<file path="src/common/serial_pkg.sv">
// Constants, field layout and mode encodings for the four-mode serial port.
// Assumes a single core clock; timer overflow strobes arrive as one-cycle pulses.
package serial_pkg;

  ////////////////////////////////////////////////////////////////////////////////
  // Register addresses and reset values
  localparam logic [7:0] CONTROL_STATUS_ADDR = 8'h98;
  localparam logic [7:0] DATA_BUFFER_ADDR = 8'h99;
  localparam logic [7:0] CONTROL_STATUS_RESET = 8'h00;
  localparam logic [7:0] DATA_BUFFER_RESET = 8'h00;
  localparam logic [7:0] UNMAPPED_READ = 8'h00;

  ////////////////////////////////////////////////////////////////////////////////
  // Field positions inside serial_control_status
  localparam int MODE_SELECT_HI_BIT = 7;
  localparam int MODE_SELECT_LO_BIT = 6;
  localparam int MULTIPROC_ENABLE_BIT = 5;
  localparam int RX_ENABLE_BIT = 4;
  localparam int TRANSMIT_NINTH_BIT = 3;
  localparam int RECEIVE_NINTH_BIT = 2;
  localparam int TRANSMIT_DONE_BIT = 1;
  localparam int RECEIVE_DONE_BIT = 0;

  ////////////////////////////////////////////////////////////////////////////////
  // Operating modes
  typedef enum logic [1:0] {
    MODE_SHIFT = 2'b00,
    MODE_UART8 = 2'b01,
    MODE_UART9_FIXED = 2'b10,
    MODE_UART9_VAR = 2'b11
  } serial_mode_t;

  ////////////////////////////////////////////////////////////////////////////////
  // Timing counts, in core clocks or rate strobes
  localparam logic [3:0] SHIFT_DIVIDE = 4'hC;
  localparam logic [3:0] SHIFT_HALF = 4'h6;
  localparam logic [4:0] OVERSAMPLE = 5'h10;
  localparam logic [4:0] PRESCALE_NORMAL = 5'h02;
  localparam logic [4:0] PRESCALE_DOUBLE = 5'h01;
  localparam logic [4:0] TIMER2_PRESCALE = 5'h01;
  localparam logic [3:0] SAMPLE_FIRST = 4'h7;
  localparam logic [3:0] SAMPLE_LAST = 4'h9;
  localparam logic [3:0] DATA_BITS_8 = 4'h8;
  localparam logic [3:0] DATA_BITS_9 = 4'h9;
  localparam logic [2:0] SHIFT_LAST_BIT = 3'h7;

endpackage

</file>
<file path="src/four_mode_serial_port.sv">
// Full-duplex serial port: shift register mode and three UART modes, with a
// receive holding buffer. Assumes the core reaches it over a byte-wide special
// register port, and that timer overflows arrive as single-cycle strobes.
`timescale 1ns/1ps
`default_nettype none
// Functional notes
// - Receive buffer holds byte while next frame shifts.
// - Buffer write loads transmit; read gives receive.
// - Two select bits pick one of four modes.
// - 8-bit multiproc mode needs valid stop bit.
// - 9-bit multiproc mode needs ninth bit one.
// - Receive starts only while receive enable is set.
// - Ninth transmitted bit comes from control field.
// - Receive ninth field holds ninth or stop.
// - Transmit done set at bit eight/stop start.
// - Receive done set at bit eight/mid stop.
// - Shift mode: data on rxd, clock on txd.
// - Shift receive starts when enabled and flag clear.
// - Shift mode bit rate is core clock/12.
// - 8-bit frame: start, eight data LSB first, stop.
// - 8-bit write loads stop into ninth position.
// - UART receive starts on falling line edge.
// - Accept frame only if flag clear, stop one.
// - 9-bit frame eleven bits; fixed rate /32 or /16.
// - 9-bit transmit loads byte plus ninth, waits tick.
// - Variable 9-bit mode uses timer overflow rate.
// - Variable modes use timer one or two overflows.
// - Any buffer write starts transmit in every mode.
// - Separate select bits pick timer per direction.
module four_mode_serial_port (
  input wire logic ref_clk_i,
  input wire logic reset_i,
  input wire logic [7:0] sfr_addr_i,
  input wire logic sfr_wr_i,
  input wire logic [7:0] sfr_wdata_i,
  input wire logic sfr_rd_i,
  output logic [7:0] sfr_rdata_o,
  input wire logic rate_double_i,
  input wire logic rx_clock_select_i,
  input wire logic tx_clock_select_i,
  input wire logic timer1_overflow_i,
  input wire logic timer2_overflow_i,
  input wire logic rxd_i,
  output logic rxd_o,
  output logic rxd_oe_o,
  output logic txd_o
);
  import serial_pkg::*;

  typedef enum logic [1:0] {TX_IDLE = 2'b00, TX_WAIT = 2'b01, TX_SHIFT = 2'b11,
                            TX_STOP = 2'b10} tx_state_t;
  typedef enum logic [1:0] {RX_IDLE = 2'b00, RX_START = 2'b01, RX_DATA = 2'b11,
                            RX_STOP = 2'b10} rx_state_t;
  typedef enum logic [1:0] {M0_IDLE = 2'b00, M0_TX = 2'b01, M0_RX = 2'b11} shift_state_t;

  serial_mode_t mode;
  logic multiproc_enable, rx_enable, transmit_ninth_bit, receive_ninth_bit;
  logic transmit_done_flag, receive_done_flag;
  logic [7:0] rx_buffer, next_rx_byte, m0_shift;
  logic wr_control, wr_data, uart_mode, nine_bit, fixed_rate;
  logic tx_done_set, rx_load, rx_done_set, next_rx_ninth;
  logic tx_strobe, rx_strobe, tx_os_tick, rx_os_tick, tx_bit_tick;
  logic [4:0] tx_prescale, rx_prescale;
  tx_state_t tx_state;
  rx_state_t rx_state;
  logic [8:0] tx_shift, rx_shift;
  logic [3:0] tx_count, rx_count, m0_phase;
  logic rxd_prev, rx_start_edge, rx_bit_valid, rx_bit_value, uart_ninth, uart_accept, uart_txd;
  shift_state_t m0_state;
  logic [2:0] m0_bits;
  logic m0_clock, m0_out, m0_period_end, m0_done;

  ////////////////////////////////////////////////////////////////////////////////
  // Register port decode and mode flags
  assign wr_control = sfr_wr_i && (sfr_addr_i == CONTROL_STATUS_ADDR);
  assign wr_data = sfr_wr_i && (sfr_addr_i == DATA_BUFFER_ADDR);
  assign uart_mode = (mode != MODE_SHIFT);
  assign nine_bit = mode[1];
  assign fixed_rate = (mode == MODE_UART9_FIXED);

  // Control fields; hardware sets beat a software clear in the same cycle
  always_ff @(posedge ref_clk_i) begin
    if (reset_i) begin
      mode <= serial_mode_t'(CONTROL_STATUS_RESET[MODE_SELECT_HI_BIT:MODE_SELECT_LO_BIT]);
      multiproc_enable <= CONTROL_STATUS_RESET[MULTIPROC_ENABLE_BIT];
      rx_enable <= CONTROL_STATUS_RESET[RX_ENABLE_BIT];
      transmit_ninth_bit <= CONTROL_STATUS_RESET[TRANSMIT_NINTH_BIT];
      transmit_done_flag <= CONTROL_STATUS_RESET[TRANSMIT_DONE_BIT];
      receive_done_flag <= CONTROL_STATUS_RESET[RECEIVE_DONE_BIT];
    end else begin
      if (wr_control) begin
        mode <= serial_mode_t'(sfr_wdata_i[MODE_SELECT_HI_BIT:MODE_SELECT_LO_BIT]);
        multiproc_enable <= sfr_wdata_i[MULTIPROC_ENABLE_BIT];
        rx_enable <= sfr_wdata_i[RX_ENABLE_BIT];
        transmit_ninth_bit <= sfr_wdata_i[TRANSMIT_NINTH_BIT];
      end
      transmit_done_flag <= tx_done_set ||
        (wr_control ? sfr_wdata_i[TRANSMIT_DONE_BIT] : transmit_done_flag);
      receive_done_flag <= rx_done_set ||
        (wr_control ? sfr_wdata_i[RECEIVE_DONE_BIT] : receive_done_flag);
    end
  end

  // Receive ninth field: frame capture wins over a software write
  always_ff @(posedge ref_clk_i) begin
    if (reset_i) begin
      receive_ninth_bit <= CONTROL_STATUS_RESET[RECEIVE_NINTH_BIT];
    end else if (rx_load && uart_mode) begin
      receive_ninth_bit <= next_rx_ninth;
    end else if (wr_control) begin
      receive_ninth_bit <= sfr_wdata_i[RECEIVE_NINTH_BIT];
    end
  end

  // Receive holding register, separate from all three shift registers
  always_ff @(posedge ref_clk_i) begin
    if (reset_i) begin
      rx_buffer <= DATA_BUFFER_RESET;
    end else if (rx_load) begin
      rx_buffer <= next_rx_byte;
    end
  end

  // Registered read data; unmapped addresses read as zero
  always_ff @(posedge ref_clk_i) begin
    if (reset_i) begin
      sfr_rdata_o <= UNMAPPED_READ;
    end else if (sfr_rd_i) begin
      if (sfr_addr_i == CONTROL_STATUS_ADDR) begin
        sfr_rdata_o <= {mode, multiproc_enable, rx_enable, transmit_ninth_bit,
                        receive_ninth_bit, transmit_done_flag, receive_done_flag};
      end else if (sfr_addr_i == DATA_BUFFER_ADDR) begin
        sfr_rdata_o <= rx_buffer;
      end else begin
        sfr_rdata_o <= UNMAPPED_READ;
      end
    end
  end

  ////////////////////////////////////////////////////////////////////////////////
  // Rate strobes: fixed mode counts core clocks, variable modes count overflows
  assign tx_strobe = fixed_rate ? 1'b1 :
                     (tx_clock_select_i ? timer2_overflow_i : timer1_overflow_i);
  assign rx_strobe = fixed_rate ? 1'b1 :
                     (rx_clock_select_i ? timer2_overflow_i : timer1_overflow_i);
  // Timer two already runs at sixteen overflows per bit; the others halve unless doubled
  assign tx_prescale = (!fixed_rate && tx_clock_select_i) ? TIMER2_PRESCALE :
                       (rate_double_i ? PRESCALE_DOUBLE : PRESCALE_NORMAL);
  assign rx_prescale = (!fixed_rate && rx_clock_select_i) ? TIMER2_PRESCALE :
                       (rate_double_i ? PRESCALE_DOUBLE : PRESCALE_NORMAL);

  // Oversample and bit ticks derived from single-cycle strobes
  strobe_divider tx_prescaler (.ref_clk_i(ref_clk_i), .reset_i(reset_i), .clear_i(wr_control),
    .strobe_i(tx_strobe), .divide_i(tx_prescale), .tick_o(tx_os_tick));
  strobe_divider rx_prescaler (.ref_clk_i(ref_clk_i), .reset_i(reset_i), .clear_i(wr_control),
    .strobe_i(rx_strobe), .divide_i(rx_prescale), .tick_o(rx_os_tick));
  strobe_divider tx_bit_divider (.ref_clk_i(ref_clk_i), .reset_i(reset_i), .clear_i(wr_control),
    .strobe_i(tx_os_tick), .divide_i(OVERSAMPLE), .tick_o(tx_bit_tick));

  ////////////////////////////////////////////////////////////////////////////////
  // UART transmitter; a write during a frame restarts it with the new byte
  always_ff @(posedge ref_clk_i) begin
    if (reset_i) begin
      tx_state <= TX_IDLE;
      tx_shift <= 9'h1FF;
      tx_count <= 4'h0;
      uart_txd <= 1'b1;
    end else if (!uart_mode) begin
      tx_state <= TX_IDLE;
      uart_txd <= 1'b1;
    end else if (wr_data) begin
      // Ninth position: stop bit in 8-bit mode, control field in 9-bit modes
      tx_shift <= {nine_bit ? transmit_ninth_bit : 1'b1, sfr_wdata_i};
      tx_state <= TX_WAIT;
      uart_txd <= 1'b1;
    end else if (tx_bit_tick) begin
      case (tx_state)
        TX_WAIT: begin
          uart_txd <= 1'b0;
          tx_count <= nine_bit ? DATA_BITS_9 : DATA_BITS_8;
          tx_state <= TX_SHIFT;
        end
        TX_SHIFT: begin
          if (tx_count == 4'h0) begin
            uart_txd <= 1'b1;
            tx_state <= TX_STOP;
          end else begin
            uart_txd <= tx_shift[0];
            tx_shift <= {1'b1, tx_shift[8:1]};
            tx_count <= tx_count - 4'h1;
          end
        end
        TX_STOP: begin
          tx_state <= TX_IDLE;
        end
        default: begin
          tx_state <= TX_IDLE;
        end
      endcase
    end
  end

  ////////////////////////////////////////////////////////////////////////////////
  // UART receiver; frames that start while receive enable is low are ignored
  assign rx_start_edge = uart_mode && rx_enable && (rx_state == RX_IDLE) &&
                         rxd_prev && !rxd_i;

  bit_sampler rx_sampler (.ref_clk_i(ref_clk_i), .reset_i(reset_i), .restart_i(rx_start_edge),
    .os_tick_i(rx_os_tick), .line_i(rxd_i), .bit_valid_o(rx_bit_valid),
    .bit_value_o(rx_bit_value));

  // Buffer load happens at mid stop bit; ninth field is the stop bit in 8-bit mode
  assign uart_ninth = nine_bit ? rx_shift[8] : rx_bit_value;
  assign uart_accept = (rx_state == RX_STOP) && rx_bit_valid && !receive_done_flag &&
                       rx_bit_value && (!multiproc_enable || uart_ninth);

  always_ff @(posedge ref_clk_i) begin
    if (reset_i) begin
      rxd_prev <= 1'b1;
    end else begin
      rxd_prev <= rxd_i;
    end
  end

  always_ff @(posedge ref_clk_i) begin
    if (reset_i) begin
      rx_state <= RX_IDLE;
      rx_shift <= 9'h000;
      rx_count <= 4'h0;
    end else if (!uart_mode || !rx_enable) begin
      rx_state <= RX_IDLE;
    end else if (rx_start_edge) begin
      rx_state <= RX_START;
    end else if (rx_bit_valid) begin
      case (rx_state)
        RX_START: begin
          // A start bit that reads high at its centre was noise
          rx_state <= rx_bit_value ? RX_IDLE : RX_DATA;
          rx_count <= nine_bit ? DATA_BITS_9 : DATA_BITS_8;
        end
        RX_DATA: begin
          rx_shift <= {rx_bit_value, rx_shift[8:1]};
          rx_count <= rx_count - 4'h1;
          if (rx_count == 4'h1) begin
            rx_state <= RX_STOP;
          end
        end
        RX_STOP: begin
          rx_state <= RX_IDLE;
        end
        default: begin
          rx_state <= RX_IDLE;
        end
      endcase
    end
  end

  ////////////////////////////////////////////////////////////////////////////////
  // Shift register mode: one engine, as both directions share the data pin
  assign m0_period_end = (m0_phase == SHIFT_DIVIDE - 4'h1);
  assign m0_done = (m0_state != M0_IDLE) && m0_period_end && (m0_bits == SHIFT_LAST_BIT);

  always_ff @(posedge ref_clk_i) begin
    if (reset_i) begin
      m0_state <= M0_IDLE;
      m0_phase <= 4'h0;
      m0_bits <= 3'h0;
      m0_shift <= 8'h00;
      m0_clock <= 1'b1;
      m0_out <= 1'b1;
    end else if (uart_mode) begin
      m0_state <= M0_IDLE;
      m0_clock <= 1'b1;
    end else if (wr_data) begin
      // Transmit has priority; it aborts a reception in progress
      m0_state <= M0_TX;
      m0_shift <= sfr_wdata_i;
      m0_out <= sfr_wdata_i[0];
      m0_phase <= 4'h0;
      m0_bits <= 3'h0;
      m0_clock <= 1'b0;
    end else if (m0_state == M0_IDLE) begin
      if (rx_enable && !receive_done_flag) begin
        m0_state <= M0_RX;
        m0_phase <= 4'h0;
        m0_bits <= 3'h0;
        m0_clock <= 1'b0;
      end
    end else begin
      m0_phase <= m0_period_end ? 4'h0 : m0_phase + 4'h1;
      if (m0_phase == SHIFT_HALF - 4'h1) begin
        m0_clock <= 1'b1;
        if (m0_state == M0_RX) begin
          m0_shift <= {rxd_i, m0_shift[7:1]};
        end
      end
      if (m0_period_end) begin
        m0_bits <= m0_bits + 3'h1;
        if (m0_done) begin
          m0_state <= M0_IDLE;
          m0_clock <= 1'b1;
        end else begin
          m0_clock <= 1'b0;
          if (m0_state == M0_TX) begin
            m0_out <= m0_shift[1];
            m0_shift <= {1'b0, m0_shift[7:1]};
          end
        end
      end
    end
  end

  ////////////////////////////////////////////////////////////////////////////////
  // Flag sources and receive buffer load
  assign tx_done_set = (uart_mode && tx_state == TX_SHIFT && tx_bit_tick && !wr_data &&
                        tx_count == 4'h0) || (m0_done && m0_state == M0_TX);
  assign rx_load = uart_accept || (m0_done && m0_state == M0_RX);
  assign rx_done_set = rx_load;
  assign next_rx_byte = !uart_mode ? m0_shift : (nine_bit ? rx_shift[7:0] : rx_shift[8:1]);
  assign next_rx_ninth = uart_ninth;

  // Pins: data drives rxd only while shifting out; txd carries clock or frame
  assign rxd_o = m0_out;
  assign rxd_oe_o = (m0_state == M0_TX);
  assign txd_o = uart_mode ? uart_txd : m0_clock;
endmodule
`default_nettype wire

</file>
<file path="src/strobe_divider.sv">
// Divides a one-cycle strobe by a run-time count and emits one tick per period.
// Assumes strobe_i is synchronous to ref_clk_i and divide_i is at least one.
`timescale 1ns/1ps
`default_nettype none
module strobe_divider (
  input wire logic ref_clk_i,
  input wire logic reset_i,
  input wire logic clear_i,
  input wire logic strobe_i,
  input wire logic [4:0] divide_i,
  output logic tick_o
);
  import serial_pkg::*;

  logic [4:0] count;
  logic at_end;

  // Tick on the strobe that closes a period
  assign at_end = (count >= divide_i - 5'h01);
  assign tick_o = strobe_i && at_end;

  // Period counter; clear keeps the phase aligned after a mode change
  always_ff @(posedge ref_clk_i) begin
    if (reset_i || clear_i) begin
      count <= 5'h00;
    end else if (strobe_i) begin
      count <= at_end ? 5'h00 : count + 5'h01;
    end
  end
endmodule
`default_nettype wire

</file>
<file path="src/bit_sampler.sv">
// Samples the receive line three times around mid-bit and votes on the value.
// Assumes os_tick_i runs at sixteen times the bit rate and restart_i marks a start edge.
`timescale 1ns/1ps
`default_nettype none
module bit_sampler (
  input wire logic ref_clk_i,
  input wire logic reset_i,
  input wire logic restart_i,
  input wire logic os_tick_i,
  input wire logic line_i,
  output logic bit_valid_o,
  output logic bit_value_o
);
  import serial_pkg::*;

  logic [3:0] os_count;
  logic [1:0] votes;

  // Majority of three samples rejects a single-tick glitch
  assign bit_valid_o = os_tick_i && (os_count == SAMPLE_LAST);
  assign bit_value_o = (votes[0] & votes[1]) | (votes[0] & line_i) | (votes[1] & line_i);

  // Position within the bit, restarted on the falling start edge
  always_ff @(posedge ref_clk_i) begin
    if (reset_i || restart_i) begin
      os_count <= 4'h0;
    end else if (os_tick_i) begin
      os_count <= os_count + 4'h1;
    end
  end

  // Early samples kept for the vote
  always_ff @(posedge ref_clk_i) begin
    if (reset_i) begin
      votes <= 2'b11;
    end else if (os_tick_i && os_count >= SAMPLE_FIRST && os_count < SAMPLE_LAST) begin
      votes <= {votes[0], line_i};
    end
  end
endmodule
`default_nettype wire

</file>
<file path="config.mk">
export PLATFORM = sky130hd
export DESIGN_NAME = four_mode_serial_port
export DESIGN_NICKNAME = d
export VERILOG_FILES = /design/src/common/serial_pkg.sv /design/src/four_mode_serial_port.sv /design/src/strobe_divider.sv /design/src/bit_sampler.sv
export SDC_FILE = /design/constraint.sdc
export NUM_CORES = 1
export LEC_CHECK = 0
export BUFFER_PORTS_ARGS = -buffer_cell sky130_fd_sc_hd__buf_2
export CORE_MARGIN = 2
export CORE_UTILIZATION = 60
export CTS_CLUSTER_DIAMETER = 200
export DETAILED_ROUTE_END_ITERATION = 8
export GPL_TIMING_DRIVEN = 0
export PLACE_DENSITY = 0.75
export SLEW_MARGIN = 20
export SYNTH_ARGS = -nofsm -noshare
export SYNTH_HDL_FRONTEND = slang
export SYNTH_HIERARCHICAL = 1
export SYNTH_SLANG_ARGS = --single-unit
</file>
<file path="constraint.sdc">
create_clock -name ref_clk_i -period 7.7 [get_ports ref_clk_i]
set_input_delay 1.54 -clock ref_clk_i [delete_from_list [all_inputs] [get_ports ref_clk_i]]
set_output_delay 1.54 -clock ref_clk_i [all_outputs]
set_load 0.05 [all_outputs]
</file>
# Yosys cells after proc, flatten, opt, wreduce, memory -nomap -nowiden
# Index checks and enable logic that the tools add are counted.
# totals
reg_bits,96
input_bits,26
word_cells,234
# op_classes
n_addsub,10
n_lt_le_gt_ge,5
eq_ne,25
n_mux,71
n_bitwise,9
reduce_logical,83
# ops
op,n
2-to-1 mux 8 bit,11
2-to-1 mux 9 bit,4
2-to-1 mux 1 bit,29
logical AND 1 bit,28
nonzero test 2 bit,12
2-to-1 mux 4 bit,5
2-to-1 mux 5 bit,4
2-to-1 mux 2 bit,9
equality test 8 bit (second input constant),2
one-hot mux 4 bit (2 select lines),2
AND reduction 2 bit,8
adder 5 x 1 -> 5 bit (second input constant),3
2-to-1 mux 3 bit,4
AND reduction 4 bit,3
equality test 2 bit (second input constant),5
>= comparator 5 bit,2
!= test 2 bit (second input constant),5
AND reduction 5 bit,2
!= test 3 x 2 -> 1 bit (second input constant),3
AND reduction 3 bit,3
OR reduction 3 bit,3
adder 4 x 1 -> 4 bit (second input constant),2
equality test 4 bit (second input constant),2
logical OR 1 bit,8
23 further kinds,44

# Longest topological paths before layout
# Gate-level depths: netlist of the first run.
# logic_depth
word_depth,15
depth_mapped,20
ltp_nobuf,17

# Hierarchy
# Netlist of the first run, hierarchy kept.
# modules_own_cells
module,instances,cells_each,area_per_inst_um2,seq_area_each_um2
four_mode_serial_port,1,429,3671.0,1501.4
strobe_divider,3,48,430.4,100.1
bit_sampler,1,32,324.1,120.1

# Worst setup path after synthesis of the first run
# No wires, ideal clock.
# synth_timing
path_type,input port to flip-flop
startpoint,in tx_clock_select_i
endpoint,reg tx_count[0]
arrival_ps,4680
t_required_ps,7613
setup_slack_ps,2933
stages,16
n_path_buf,2
path_cell_list,a21oi_1 -> inv_1 -> inv_1 -> ha_1 -> nor3b_1 -> xnor2_1 -> ha_1 -> and3_2 -> o21a_1 -> clkbuf_1 -> o21a_1 -> nand2_1 -> or4_1 -> clkbuf_2 -> or4_1 -> o31ai_1
# synth_between
elab_chain_cells,7
elab_cells_between_ends,9
# synth_lines
item,line,text
start: declaration,four_mode_serial_port.sv:40,"input wire logic tx_clock_select_i,"
logical AND 1 bit,four_mode_serial_port.sv:147,assign tx_prescale = (!fixed_rate && tx_clock_select_i) ? TIMER2_PRESCALE :
2-to-1 mux 5 bit,four_mode_serial_port.sv:147,
via tx_prescale[0],four_mode_serial_port.sv:63,"logic [4:0] tx_prescale, rx_prescale;"
subtractor 5 x 1 -> 5 bit,strobe_divider.sv:19,assign at_end = (count >= divide_i - 5'h01);
>= comparator 5 bit,strobe_divider.sv:19,
logical AND 1 bit,strobe_divider.sv:20,assign tick_o = strobe_i && at_end;
via tx_os_tick,four_mode_serial_port.sv:62,"logic tx_strobe, rx_strobe, tx_os_tick, rx_os_tick, tx_bit_tick;"
logical AND 1 bit,strobe_divider.sv:20,
via tx_bit_tick,four_mode_serial_port.sv:62,
AND reduction 5 bit (no line),-,
end signal: assignment,four_mode_serial_port.sv:180,tx_count <= nine_bit ? DATA_BITS_9 : DATA_BITS_8;
end signal: assignment,four_mode_serial_port.sv:190,tx_count <= tx_count - 4'h1;
end: declaration,four_mode_serial_port.sv:67,"logic [3:0] tx_count, rx_count, m0_phase;"
# The timed path passes the listed nets, and every way through them passes these cells.
# A chain may end at the register's enable or synchronous reset.

# Worst setup path after layout of the first run
# Same ends and word-level chain as after synthesis.

==> flow_metrics.env, run 1 <==
export IMPL_synthMostInstantiatedCell="dfxtp_1"
export IMPL_drv_slew=0
export IMPL_fin_skew_ps=9.807
export IMPL_cp_max_fo=10
export IMPL_cts_tree="built"
export IMPL_avgViaCountPerCell=5.856
export IMPL_nets=729
export IMPL_synthTopCellsByArea="dfxtp_1 (36%), ha_1 (7.3%), mux2i_1 (7.2%)"
export IMPL_period_share_pct=66.80
export IMPL_tightest_slew_ps=946.7
export IMPL_ir_drop_uv=89.02
export IMPL_required_ps=7990
export IMPL_hpwlAfterDp_um=9250
export IMPL_fp_row_count=34
export IMPL_hold_violations=0
export IMPL_ys_ff_latch=96
export IMPL_first_pass_iters=5
export IMPL_power_density_mw_per_mm2=156.3
export IMPL_clockBufferDepth=2
export IMPL_die_h_um=97.87
export IMPL_wl_met2_um=5812
export IMPL_cts_made_buffers=9
export IMPL_fillerInstances=748
export IMPL_clockRootBuffer="clkbuf_8"
export IMPL_drive_gt1_share_pct=13.17
export IMPL_grt_pass1_vias=4410
export IMPL_vias=4591
export IMPL_grt_overflow_total=0
export IMPL_yosysUniqueCellTypes=62
export IMPL_cts_resized_gates=0
export IMPL_relSlewSlack_pct=36.31
export IMPL_max_cap_violations=0
export IMPL_yosys_area_top_type_share_pct=36.36
export IMPL_final_util_pct=67.99
export IMPL_portBuffers=36
export IMPL_status="finished, final reports clean"
export IMPL_timing_hold_ws_ps=470.5
export IMPL_fin_setup_tns_ps=0
export IMPL_worstSetupEndpointType="register"
export IMPL_drc=0
export IMPL_postSynthAreaPerCell_um2=8.738
export IMPL_wl_per_cell_um=15.70
export IMPL_clkTransAtPathRegs_ps=100
export IMPL_initial_core_util_pct=61.21
export IMPL_dr_max_layer_used="met4"
export IMPL_ant_nets=0
export IMPL_dieArea_mm2=0.009578
export IMPL_setup_viol=0
export IMPL_drt_iter0_drc=230
export IMPL_async_reset_ff_share_pct=0
export IMPL_grt_max_degree=16
export IMPL_yosysWarnings=6
export IMPL_cp_arrival_ps=5430
export IMPL_routed_wirelength_um=12310
export IMPL_synth_cell_area_mm2=0.005286
export IMPL_synth_edff_count=0
export IMPL_antenna_found_initial=0
export IMPL_diodes=0
export IMPL_die_x_um=97.87
export IMPL_htree_levels=3
export IMPL_dp_slack_ps=2226
export IMPL_io_pins=37
export IMPL_setup_ws_ps=2556
export IMPL_rsz0062_at_grt="false"
export IMPL_path_class="in2reg"
export IMPL_postCtsSetupRepairBufs=0
export IMPL_worst_skew_pair_late_latency_ps=370
export IMPL_drt_met1_wl_um=5470
export IMPL_syn_to_final_growth_pct=11.08
export IMPL_ys_seq_area_share_pct=36.36
export IMPL_hp_class="reg2reg"
export IMPL_worstSetupStartpointType="input port"
export IMPL_gp_congestion=0.8504
export IMPL_synth_area_leader_cell="dfxtp_1"
export IMPL_cts_sinks=96
export IMPL_max_freq_mhz=194.4
export IMPL_fin_crit_ps=5144
export IMPL_grt_pass1_wl_um=20620
export IMPL_p_leak_nw=2.345
export IMPL_wl_met3_um=669
export IMPL_coreArea_mm2=0.008636
export IMPL_ctsHoldBuffers=0
export IMPL_synthFlopType="dfxtp_1"
export IMPL_grt_usage_pct=26.24
export IMPL_synthCells=605
export IMPL_synthTopCellsByCount="dfxtp_1 (96), nand2_1 (53), nor2_1 (51)"
[kinds of logic (layout without fill, tap and decap cells)]
logic type | after synthesis | after routing | synth area share, %
AND/OR/NAND/NOR | 216 | 216 | 21.78
AO/OA/AOI/OAI | 140 | 140 | 17.80
flip-flops | 96 | 96 | 36.35
buffers and inverters | 52 | 103 | 3.976
multiplexers | 47 | 47 | 9.112
adder cells (fa/ha/maj) | 32 | 32 | 7.527
XOR/XNOR | 20 | 20 | 3.313
other | 2 | 22 | 0.1421
[layer usage]
layer  vias to the layer above  track usage, %
li1                       2276               -
met1                      2143           34.13
met2                       140           42.04
met3                        32           4.366
met4                         0           13.57
met5                         -               0
[worst max-delay path, stage by stage]
cell and delay (ps):
buf_2 110, a21oi_1 290, inv_1 100, inv_1 100, ha_1 180, xnor2_1 70, ha_1 300, nand2_1 50
o21ai_1 280, and3_2 270, o21a_1 160, clkbuf_1 330, o21a_1 280, nand2_1 140, or4_1 510, clkbuf_2 160
or4_1 470, o31ai_1 70
[registers in the layout, indices dropped and copies added, names as in the netlist, 3 cells and up]
signal,flops
rx_sampler/os_count,4
m0_shift,8
sfr_rdata_o,8
rx_count,4
rx_buffer,8
tx_prescaler/count,5
rx_shift,9
tx_bit_divider/count,5
m0_bits,3
tx_shift,9
m0_phase,4
rx_prescaler/count,5
tx_count,4
[path summary, 6_finish.rpt]
path	slack, ps	end	cells after the start	start
max	2560	tx_count[0]	18	tx_clock_select_i
min	470	tx_shift[3]	1	tx_shift[3]
max reg2reg	2910	tx_count[0]	19	mode[1]
min reg2reg	470	tx_shift[3]	1	tx_shift[3]
[final cells by class]
class	count	area [µm²]	share of cell area, %
clock inverter	5	57.56	0.9802
timing repair buffer	36	180.2	3.068
buffer	27	116.4	1.982
multi-input combinational	477	3229	55.00
sequential	96	1922	32.73
inverter	25	93.84	1.598
clock buffer	10	137.6	2.344
tap	108	135.1	2.301
[stage by stage]
step | cell area, µm² | std cells | power (W)
floorplan | 5361 | 625 | 0.0005673
global placement | 5677 | 769 | 0.0005895
detailed placement | 5677 | 769 | 0.0005924
CTS | 5872 | 784 | 0.0009231
global route | 5872 | 784 | 0.0009549
finish | 5872 | 784 | 0.0009179
[layout by cell type, fill, tap and decap left out, types with 10 or more instances in the layout]
master,instances
xor2_1,10
a21boi_0,11
nor2b_1,15
buf_2,41
inv_1,25
a211o_1,12
nor2_1,51
a21oi_1,47
ha_1,31
dfxtp_1,96
xnor2_1,10
nand2_1,53
nor3_1,18
o21ai_0,20
nand2b_1,19
clkbuf_1,19
clkbuf_8,10
mux2i_1,38
conb_1,22
[power breakdown]
group	internal (W)	switching (W)	total, W
Clock	0.000157	0.000179	0.000336
Combinational	0.0000320	0.0000457	0.0000776
Sequential	0.000500	0.00000443	0.000504
Power figures use the tool's default switching activity.
==> inputs of run 2 (changes only) <==
--- a/config.mk
+++ b/config.mk
@@ -7,11 +7,11 @@
 export LEC_CHECK = 0
 export BUFFER_PORTS_ARGS = -buffer_cell sky130_fd_sc_hd__buf_2
 export CORE_MARGIN = 2
-export CORE_UTILIZATION = 60
+export CORE_UTILIZATION = 55
 export CTS_CLUSTER_DIAMETER = 200
 export DETAILED_ROUTE_END_ITERATION = 8
 export GPL_TIMING_DRIVEN = 0
-export PLACE_DENSITY = 0.75
+export PLACE_DENSITY = 0.73
 export SLEW_MARGIN = 20
 export SYNTH_ARGS = -nofsm -noshare
 export SYNTH_HDL_FRONTEND = slang
==> constraint.sdc (replaced) <==
create_clock -name ref_clk_i -period 4.7 [get_ports ref_clk_i]
set_input_delay 0.94 -clock ref_clk_i [delete_from_list [all_inputs] [get_ports ref_clk_i]]
set_output_delay 0.94 -clock ref_clk_i [all_outputs]
set_load 0.05 [all_outputs]
==> run 2 against run 1 <==
  * Setup slack got worse by 2200 ps
  * Clock-buffer cell count decreased by 1
  * Design area is 0.43% higher
  * Global-route usage down 2.1 points
  * Largest cell class unchanged
==> flow_metrics.env, run 2 (synthesized netlist as in run 1, its figures left out) <==
export IMPL_clkTransAtPathRegs_ps=100
export IMPL_antenna_found_initial=0
export IMPL_fp_row_count=35
export IMPL_drive_gt1_share_pct=13.46
export IMPL_rsz0062_at_grt="false"
export IMPL_grt_max_degree=17
export IMPL_relSlewSlack_pct=36.55
export IMPL_diodes=0
export IMPL_reg2regPathDepth=17
export IMPL_top_regs="rx_shift: 9 flops, tx_shift: 9 flops"
export IMPL_path_class="in2reg"
export IMPL_tightest_slew_ps=943.0
export IMPL_layout_commonest_cell="dfxtp_1"
export IMPL_dieArea_mm2=0.01041
export IMPL_grt_overflow_total=0
export IMPL_period_share_pct=92.75
export IMPL_routed_wirelength_um=11960
export IMPL_most_common_layout_cells="dfxtp_1 (95), nand2_1 (53), nor2_1 (51)"
export IMPL_syn_to_final_growth_pct=11.55
export IMPL_avgViaCountPerCell=5.619
export IMPL_swShare_pct=24.98
export IMPL_drv_slew=0
export IMPL_grt_pass1_wl_um=19990
export IMPL_drc=0
export IMPL_worst_skew_pair_late_latency_ps=360
export IMPL_grt_usage_pct=24.17
export IMPL_power_frac_comb_pct=8.4
export IMPL_hold_violations=0
export IMPL_clockRootBuffer="clkbuf_8"
export IMPL_post_place_cells=790
export IMPL_hpwlAfterDp_um=9048
export IMPL_cp_arrival_ps=4640
export IMPL_cts_sinks=96
export IMPL_gp_congestion=0.8837
export IMPL_die_x_um=102.0
export IMPL_fin_crit_ps=4359
export IMPL_nets=728
export IMPL_cp_max_fo=10
export IMPL_ir_drop_uv=161.5
export IMPL_worstSetupPathDepth=17
export IMPL_setup_ws_ps=340.5
export IMPL_wl_per_cell_um=14.86
export IMPL_vias=4523
export IMPL_clockPowerShare_pct=36.1
export IMPL_crit_chain="buf_2 -> a21oi_1 -> inv_1 -> inv_1 -> ha_1 -> nor3b_1 -> xnor2_1 -> ha_1 -> and3_2 -> o21a_1 -> clkbuf_1 -> o21a_1 -> nand2_1 -> or4_1 -> clkbuf_2 -> or4_1 -> o31ai_1"
export IMPL_switchingPower_w=0.0003718
export IMPL_cts_made_buffers=9
export IMPL_first_pass_iters=5
export IMPL_status="finished, final reports clean"
export IMPL_cp_num_buf_inv=5
export IMPL_postCtsSetupRepairBufs=0
export IMPL_setup_viol=0
export IMPL_io_pins=37
export IMPL_internal_power_w=0.001117
export IMPL_required_ps=4980
export IMPL_instances_no_fill=805
export IMPL_power_w=0.001488
export IMPL_worstSetupStartpointType="input port"
export IMPL_hp_class="reg2reg"
export IMPL_max_cap_violations=0
export IMPL_timing_hold_ws_ps=470.3
export IMPL_htree_levels=3
export IMPL_worstSetupEndpointType="register"
export IMPL_clockBufferDepth=2
export IMPL_max_freq_mhz=229.4
export IMPL_fin_area_mm2=0.005897
export IMPL_p_seq_share_pct=55.5
export IMPL_grt_pass1_vias=4281
export IMPL_power_density_mw_per_mm2=252.4
export IMPL_whs_path_depth=1
export IMPL_ctsHoldBuffers=0
export IMPL_coreArea_mm2=0.009284
export IMPL_p_leak_nw=2.349
export IMPL_initial_core_util_pct=56.94
export IMPL_cp_slowest_cell="or4_1"
export IMPL_drt_iter0_drc=263
export IMPL_ant_nets=0
export IMPL_die_h_um=102.0
export IMPL_portBuffers=36
export IMPL_dp_slack_ps=-67.95
export IMPL_fin_skew_ps=17.54
export IMPL_cpLargestDelayFamily="simple AND/OR/NAND/NOR gates"
export IMPL_critPathMaxStageDelay_ps=510
export IMPL_cts_tree="built"
export IMPL_placed_area_mm2=0.005703
run 2: worst register-to-register path: cells and delay by family (launching register included):
| family | cells | cell delay (ps) |
|---|---|---|
| adders and majority gates | 2 | 540 |
| xor gates and xnor gates | 1 | 100 |
| and+or+nand+nor | 6 | 1770 |
| AOI/OAI and AO/OA | 4 | 750 |
| buffers and inverters | 4 | 640 |
| DFF | 1 | 440 |
run 2: worst paths after layout:
path	from	to	slack (ps)
worst max-delay path	tx_clock_select_i	tx_count[0]	340
worst min-delay path	tx_shift[2]	tx_shift[2]	470
worst max register to register	mode[1]	tx_count[0]	380
worst min register to register	tx_shift[2]	tx_shift[2]	470
run 2: what timing repair did:
item	CTS	global route
resized for setup	0	1
endpoints found under the setup margin	0	21
hold endpoints to repair	0	0
run 2: area by class of cell:
cell class                      instances  area (µm²)
Inverter                               25       93.84
Fill cell                             858        3387
Tap cell                              129       161.4
Buffer                                 26       112.6
Timing Repair Buffer                   36       180.2
Clock inverter                          7       72.57
Clock buffer                            9       123.9
Multi-Input combinational cell        477        3229
Sequential cell                        96        1923
run 2: per-stage QoR:
stage               setup TNS, ps  utilization [%]
detailed placement         -153.0            61.43
CTS                             0            63.54
global route                    0            63.52
global placement                0            61.43
finish                          0            63.52
floorplan                       0                -
run 2: power groups by stage:
stage	Combinational [W]	Sequential, W	Clock (W)
5_1_grt	0.000142	0.000827	0.000579
3_5_place_dp	0.000125	0.000845	0
6_report	0.000126	0.000826	0.000537
4_1_cts	0.000125	0.000826	0.000549
2_1_floorplan	0.0000863	0.000843	0
3_3_place_gp	0.000121	0.000845	0
run 2: routing by layer:
metal | vias up | share of wire, % | track usage [%]
li1 | 2267 | - | -
met1 | 2128 | 46 | 30.99
met2 | 112 | 47 | 40.84
met3 | 16 | 4.8 | 4.514
met4 | 0 | 1.8 | 8.615
met5 | - | 0 | 0
==> inputs of run 3 (changes only) <==
--- a/config.mk
+++ b/config.mk
@@ -5,13 +5,15 @@
 export SDC_FILE = /design/constraint.sdc
 export NUM_CORES = 1
 export LEC_CHECK = 0
+export ABC_AREA = 1
 export BUFFER_PORTS_ARGS = -buffer_cell sky130_fd_sc_hd__buf_2
 export CORE_MARGIN = 2
 export CORE_UTILIZATION = 55
 export CTS_CLUSTER_DIAMETER = 200
 export DETAILED_ROUTE_END_ITERATION = 8
 export GPL_TIMING_DRIVEN = 0
-export PLACE_DENSITY = 0.73
+export PLACE_DENSITY = 0.72
+export SETUP_SLACK_MARGIN = 0.1
 export SLEW_MARGIN = 20
 export SYNTH_ARGS = -nofsm -noshare
 export SYNTH_HDL_FRONTEND = slang
==> run 3 against run 2 <==
  * Total power up 9.1%
  * Global-route usage up 0.65 points
  * Combinational power up 28%
  * Critical endpoint is now rx_buffer[1]
  * Largest power group unchanged
==> flow_metrics.env, run 3 <==
export IMPL_max_freq_mhz=242.2
export IMPL_antenna_found_initial=0
export IMPL_synthTopCellsByArea="dfxtp_1 (34%), nand2_1 (9.0%), inv_1 (8.0%)"
export IMPL_synth_edff_count=0
export IMPL_swShare_pct=24.49
export IMPL_layout_commonest_cell="nand2_1"
export IMPL_met2_usage_pct=40.05
export IMPL_yosysWarnings=6
export IMPL_clockRootBuffer="clkbuf_8"
export IMPL_initial_core_util_pct=55.81
export IMPL_async_reset_ff_share_pct=0
export IMPL_top_usage_layer="met2"
export IMPL_nets=909
export IMPL_portBuffers=36
export IMPL_synth_cell_area_mm2=0.005684
export IMPL_path_class="reg2reg"
export IMPL_diodes=0
export IMPL_worstSetupStartpointType="register"
export IMPL_fin_skew_ps=9.565
export IMPL_most_common_layout_cells="nand2_1 (136), inv_1 (121), dfxtp_1 (96)"
export IMPL_die_h_um=105.7
export IMPL_relSlewSlack_pct=63.38
export IMPL_power_density_mw_per_mm2=255.5
export IMPL_cp_max_fo=18
export IMPL_hold_violations=0
export IMPL_drive_gt1_share_pct=16.10
export IMPL_first_pass_iters=5
export IMPL_grt_max_degree=16
export IMPL_fillerInstances=972
export IMPL_drv_slew=0
export IMPL_top_regs="rx_shift: 9 flops, tx_shift: 9 flops"
export IMPL_hpwlAfterDp_um=10230
export IMPL_cp_arrival_ps=4380
export IMPL_cp_slowest_cell="dfxtp_1"
export IMPL_grt_pass1_wl_um=22650
export IMPL_ctsHoldBuffers=0
export IMPL_worst_skew_pair_late_latency_ps=360
export IMPL_drc=0
export IMPL_grt_overflow_total=0
export IMPL_wl_per_cell_um=13.37
export IMPL_period_share_pct=87.84
export IMPL_fin_area_mm2=0.006355
export IMPL_avgViaCountPerCell=5.240
export IMPL_p_seq_share_pct=51.3
export IMPL_fin_setup_tns_ps=0
export IMPL_drt_iter0_drc=362
export IMPL_synthMostInstantiatedCell="nand2_1"
export IMPL_clockPowerShare_pct=38.8
export IMPL_placed_area_mm2=0.006110
export IMPL_fp_row_count=37
export IMPL_io_pins=37
export IMPL_dieArea_mm2=0.01116
export IMPL_ir_drop_uv=177.0
export IMPL_internal_power_w=0.001226
export IMPL_switchingPower_w=0.0003977
export IMPL_grt_usage_pct=24.82
export IMPL_use_met1_pct=34.05
export IMPL_ys_seq_area_share_pct=33.81
export IMPL_ys_ff_latch=96
export IMPL_synth_area_leader_cell="dfxtp_1"
export IMPL_tightest_slew_ps=549.3
export IMPL_setup_viol=0
export IMPL_postCtsSetupRepairBufs=0
export IMPL_critPathMaxStageDelay_ps=310
export IMPL_max_cap_violations=0
export IMPL_vias=5203
export IMPL_fin_crit_ps=4129
export IMPL_syn_to_final_growth_pct=11.80
export IMPL_coreArea_mm2=0.01018
export IMPL_yosys_area_top_type_share_pct=33.81
export IMPL_rsz0062_at_grt="false"
export IMPL_grtUsageMet3_pct=4.515
export IMPL_cts_made_buffers=9
export IMPL_gp_congestion=0.8950
export IMPL_hp_class="reg2reg"
export IMPL_htree_levels=3
export IMPL_clockBufferDepth=2
export IMPL_yosysUniqueCellTypes=43
export IMPL_grt_pass1_vias=4946
export IMPL_clkTransAtPathRegs_ps=90
export IMPL_routed_wirelength_um=13280
export IMPL_postSynthAreaPerCell_um2=7.232
export IMPL_required_ps=4950
export IMPL_worstSetupEndpointType="register"
export IMPL_synthCells=786
export IMPL_power_frac_comb_pct=9.9
export IMPL_synthTopCellsByCount="nand2_1 (136), inv_1 (121), dfxtp_1 (96)"
export IMPL_status="finished, final reports clean"
export IMPL_cts_tree="built"
export IMPL_die_x_um=105.7
export IMPL_p_leak_nw=2.989
export IMPL_synthFlopType="dfxtp_1"
export IMPL_cts_sinks=96
export IMPL_ant_nets=0
==> run 3: cells by family after synthesis <==
group                    share of synthesized area [%]
AO/OA/AOI/OAI                                    13.93
XOR/XNOR                                         3.544
AND/OR/NAND/NOR                                  29.58
flip-flops                                       33.81
adder cells (fa/ha/maj)                          7.000
other                                           0.1321
buffers and inverters                            11.47
multiplexers                                    0.5283
==> run 3: repair_timing <==
action	in CTS	in global routing
setup endpoints to repair	0	22
gates resized for setup	0	3
endpoints found under the hold margin	0	0
==> run 3: power groups by stage <==
| stage | Clock [W] | Combinational, W | Sequential [W] |
|---|---|---|---|
| finish | 0.000630 | 0.000161 | 0.000834 |
| global placement | 0 | 0.000152 | 0.000852 |
| CTS | 0.000640 | 0.000160 | 0.000834 |
| floorplan | 0 | 0.000104 | 0.000862 |
| global route | 0.000667 | 0.000183 | 0.000836 |
| detailed placement | 0 | 0.000159 | 0.000853 |
==> run 3: metal layers <==
| metal | part of all wire (%) | up-vias |
|---|---|---|
| li1 | - | 2659 |
| met1 | 47 | 2363 |
| met2 | 45 | 167 |
| met5 | 0 | - |
| met4 | 1.3 | 0 |
| met3 | 7.0 | 14 |
==> run 3: critical path, delay by kind of cell, from the launching register on <==
family                   cells  cell delay (ps)
buffers and inverters        8             1040
AO/OA/AOI/OAI                4              570
adder cells (fa/ha/maj)      2              490
AND/OR/NAND/NOR             12             1470
flip-flops                   1              310
XOR/XNOR                     1              120
==> run 3: through the flow <==
step	hold slack [ps]	total power (W)	instances	setup WS, ps	utilization [%]
finish	456.8	0.001624	993	571.4	62.40
global route	468.5	0.001685	993	224.2	62.40
CTS	458.5	0.001634	994	137.5	62.35
detailed placement	445.6	0.001012	978	166.1	59.99
global placement	443.8	0.001004	978	355.7	59.99
floorplan	429.2	0.0009664	806	1212	-
==> run 3: final timing paths <==
check,startpoint,end,slack (ps),depth (start not counted)
setup / recovery,mode[1],rx_buffer[1],570,27
hold / removal,rx_shift[0],rx_shift[0],460,2
setup reg to reg,mode[1],rx_buffer[1],570,27
hold reg to reg,rx_shift[0],rx_shift[0],460,2
==> run 3: area by class of cell <==
type                            count  area [µm²]  share of cell area [%]
Buffer                             21       151.4                   2.382
Clock buffer                       12       165.2                   2.599
Clock inverter                      4       75.07                   1.181
Inverter                          131       496.7                   7.816
Multi-Input combinational cell    557        3194                   50.27
Sequential cell                    96        1922                   30.24
Tap cell                          136       170.2                   2.678
Timing Repair Buffer               36       180.2                   2.835
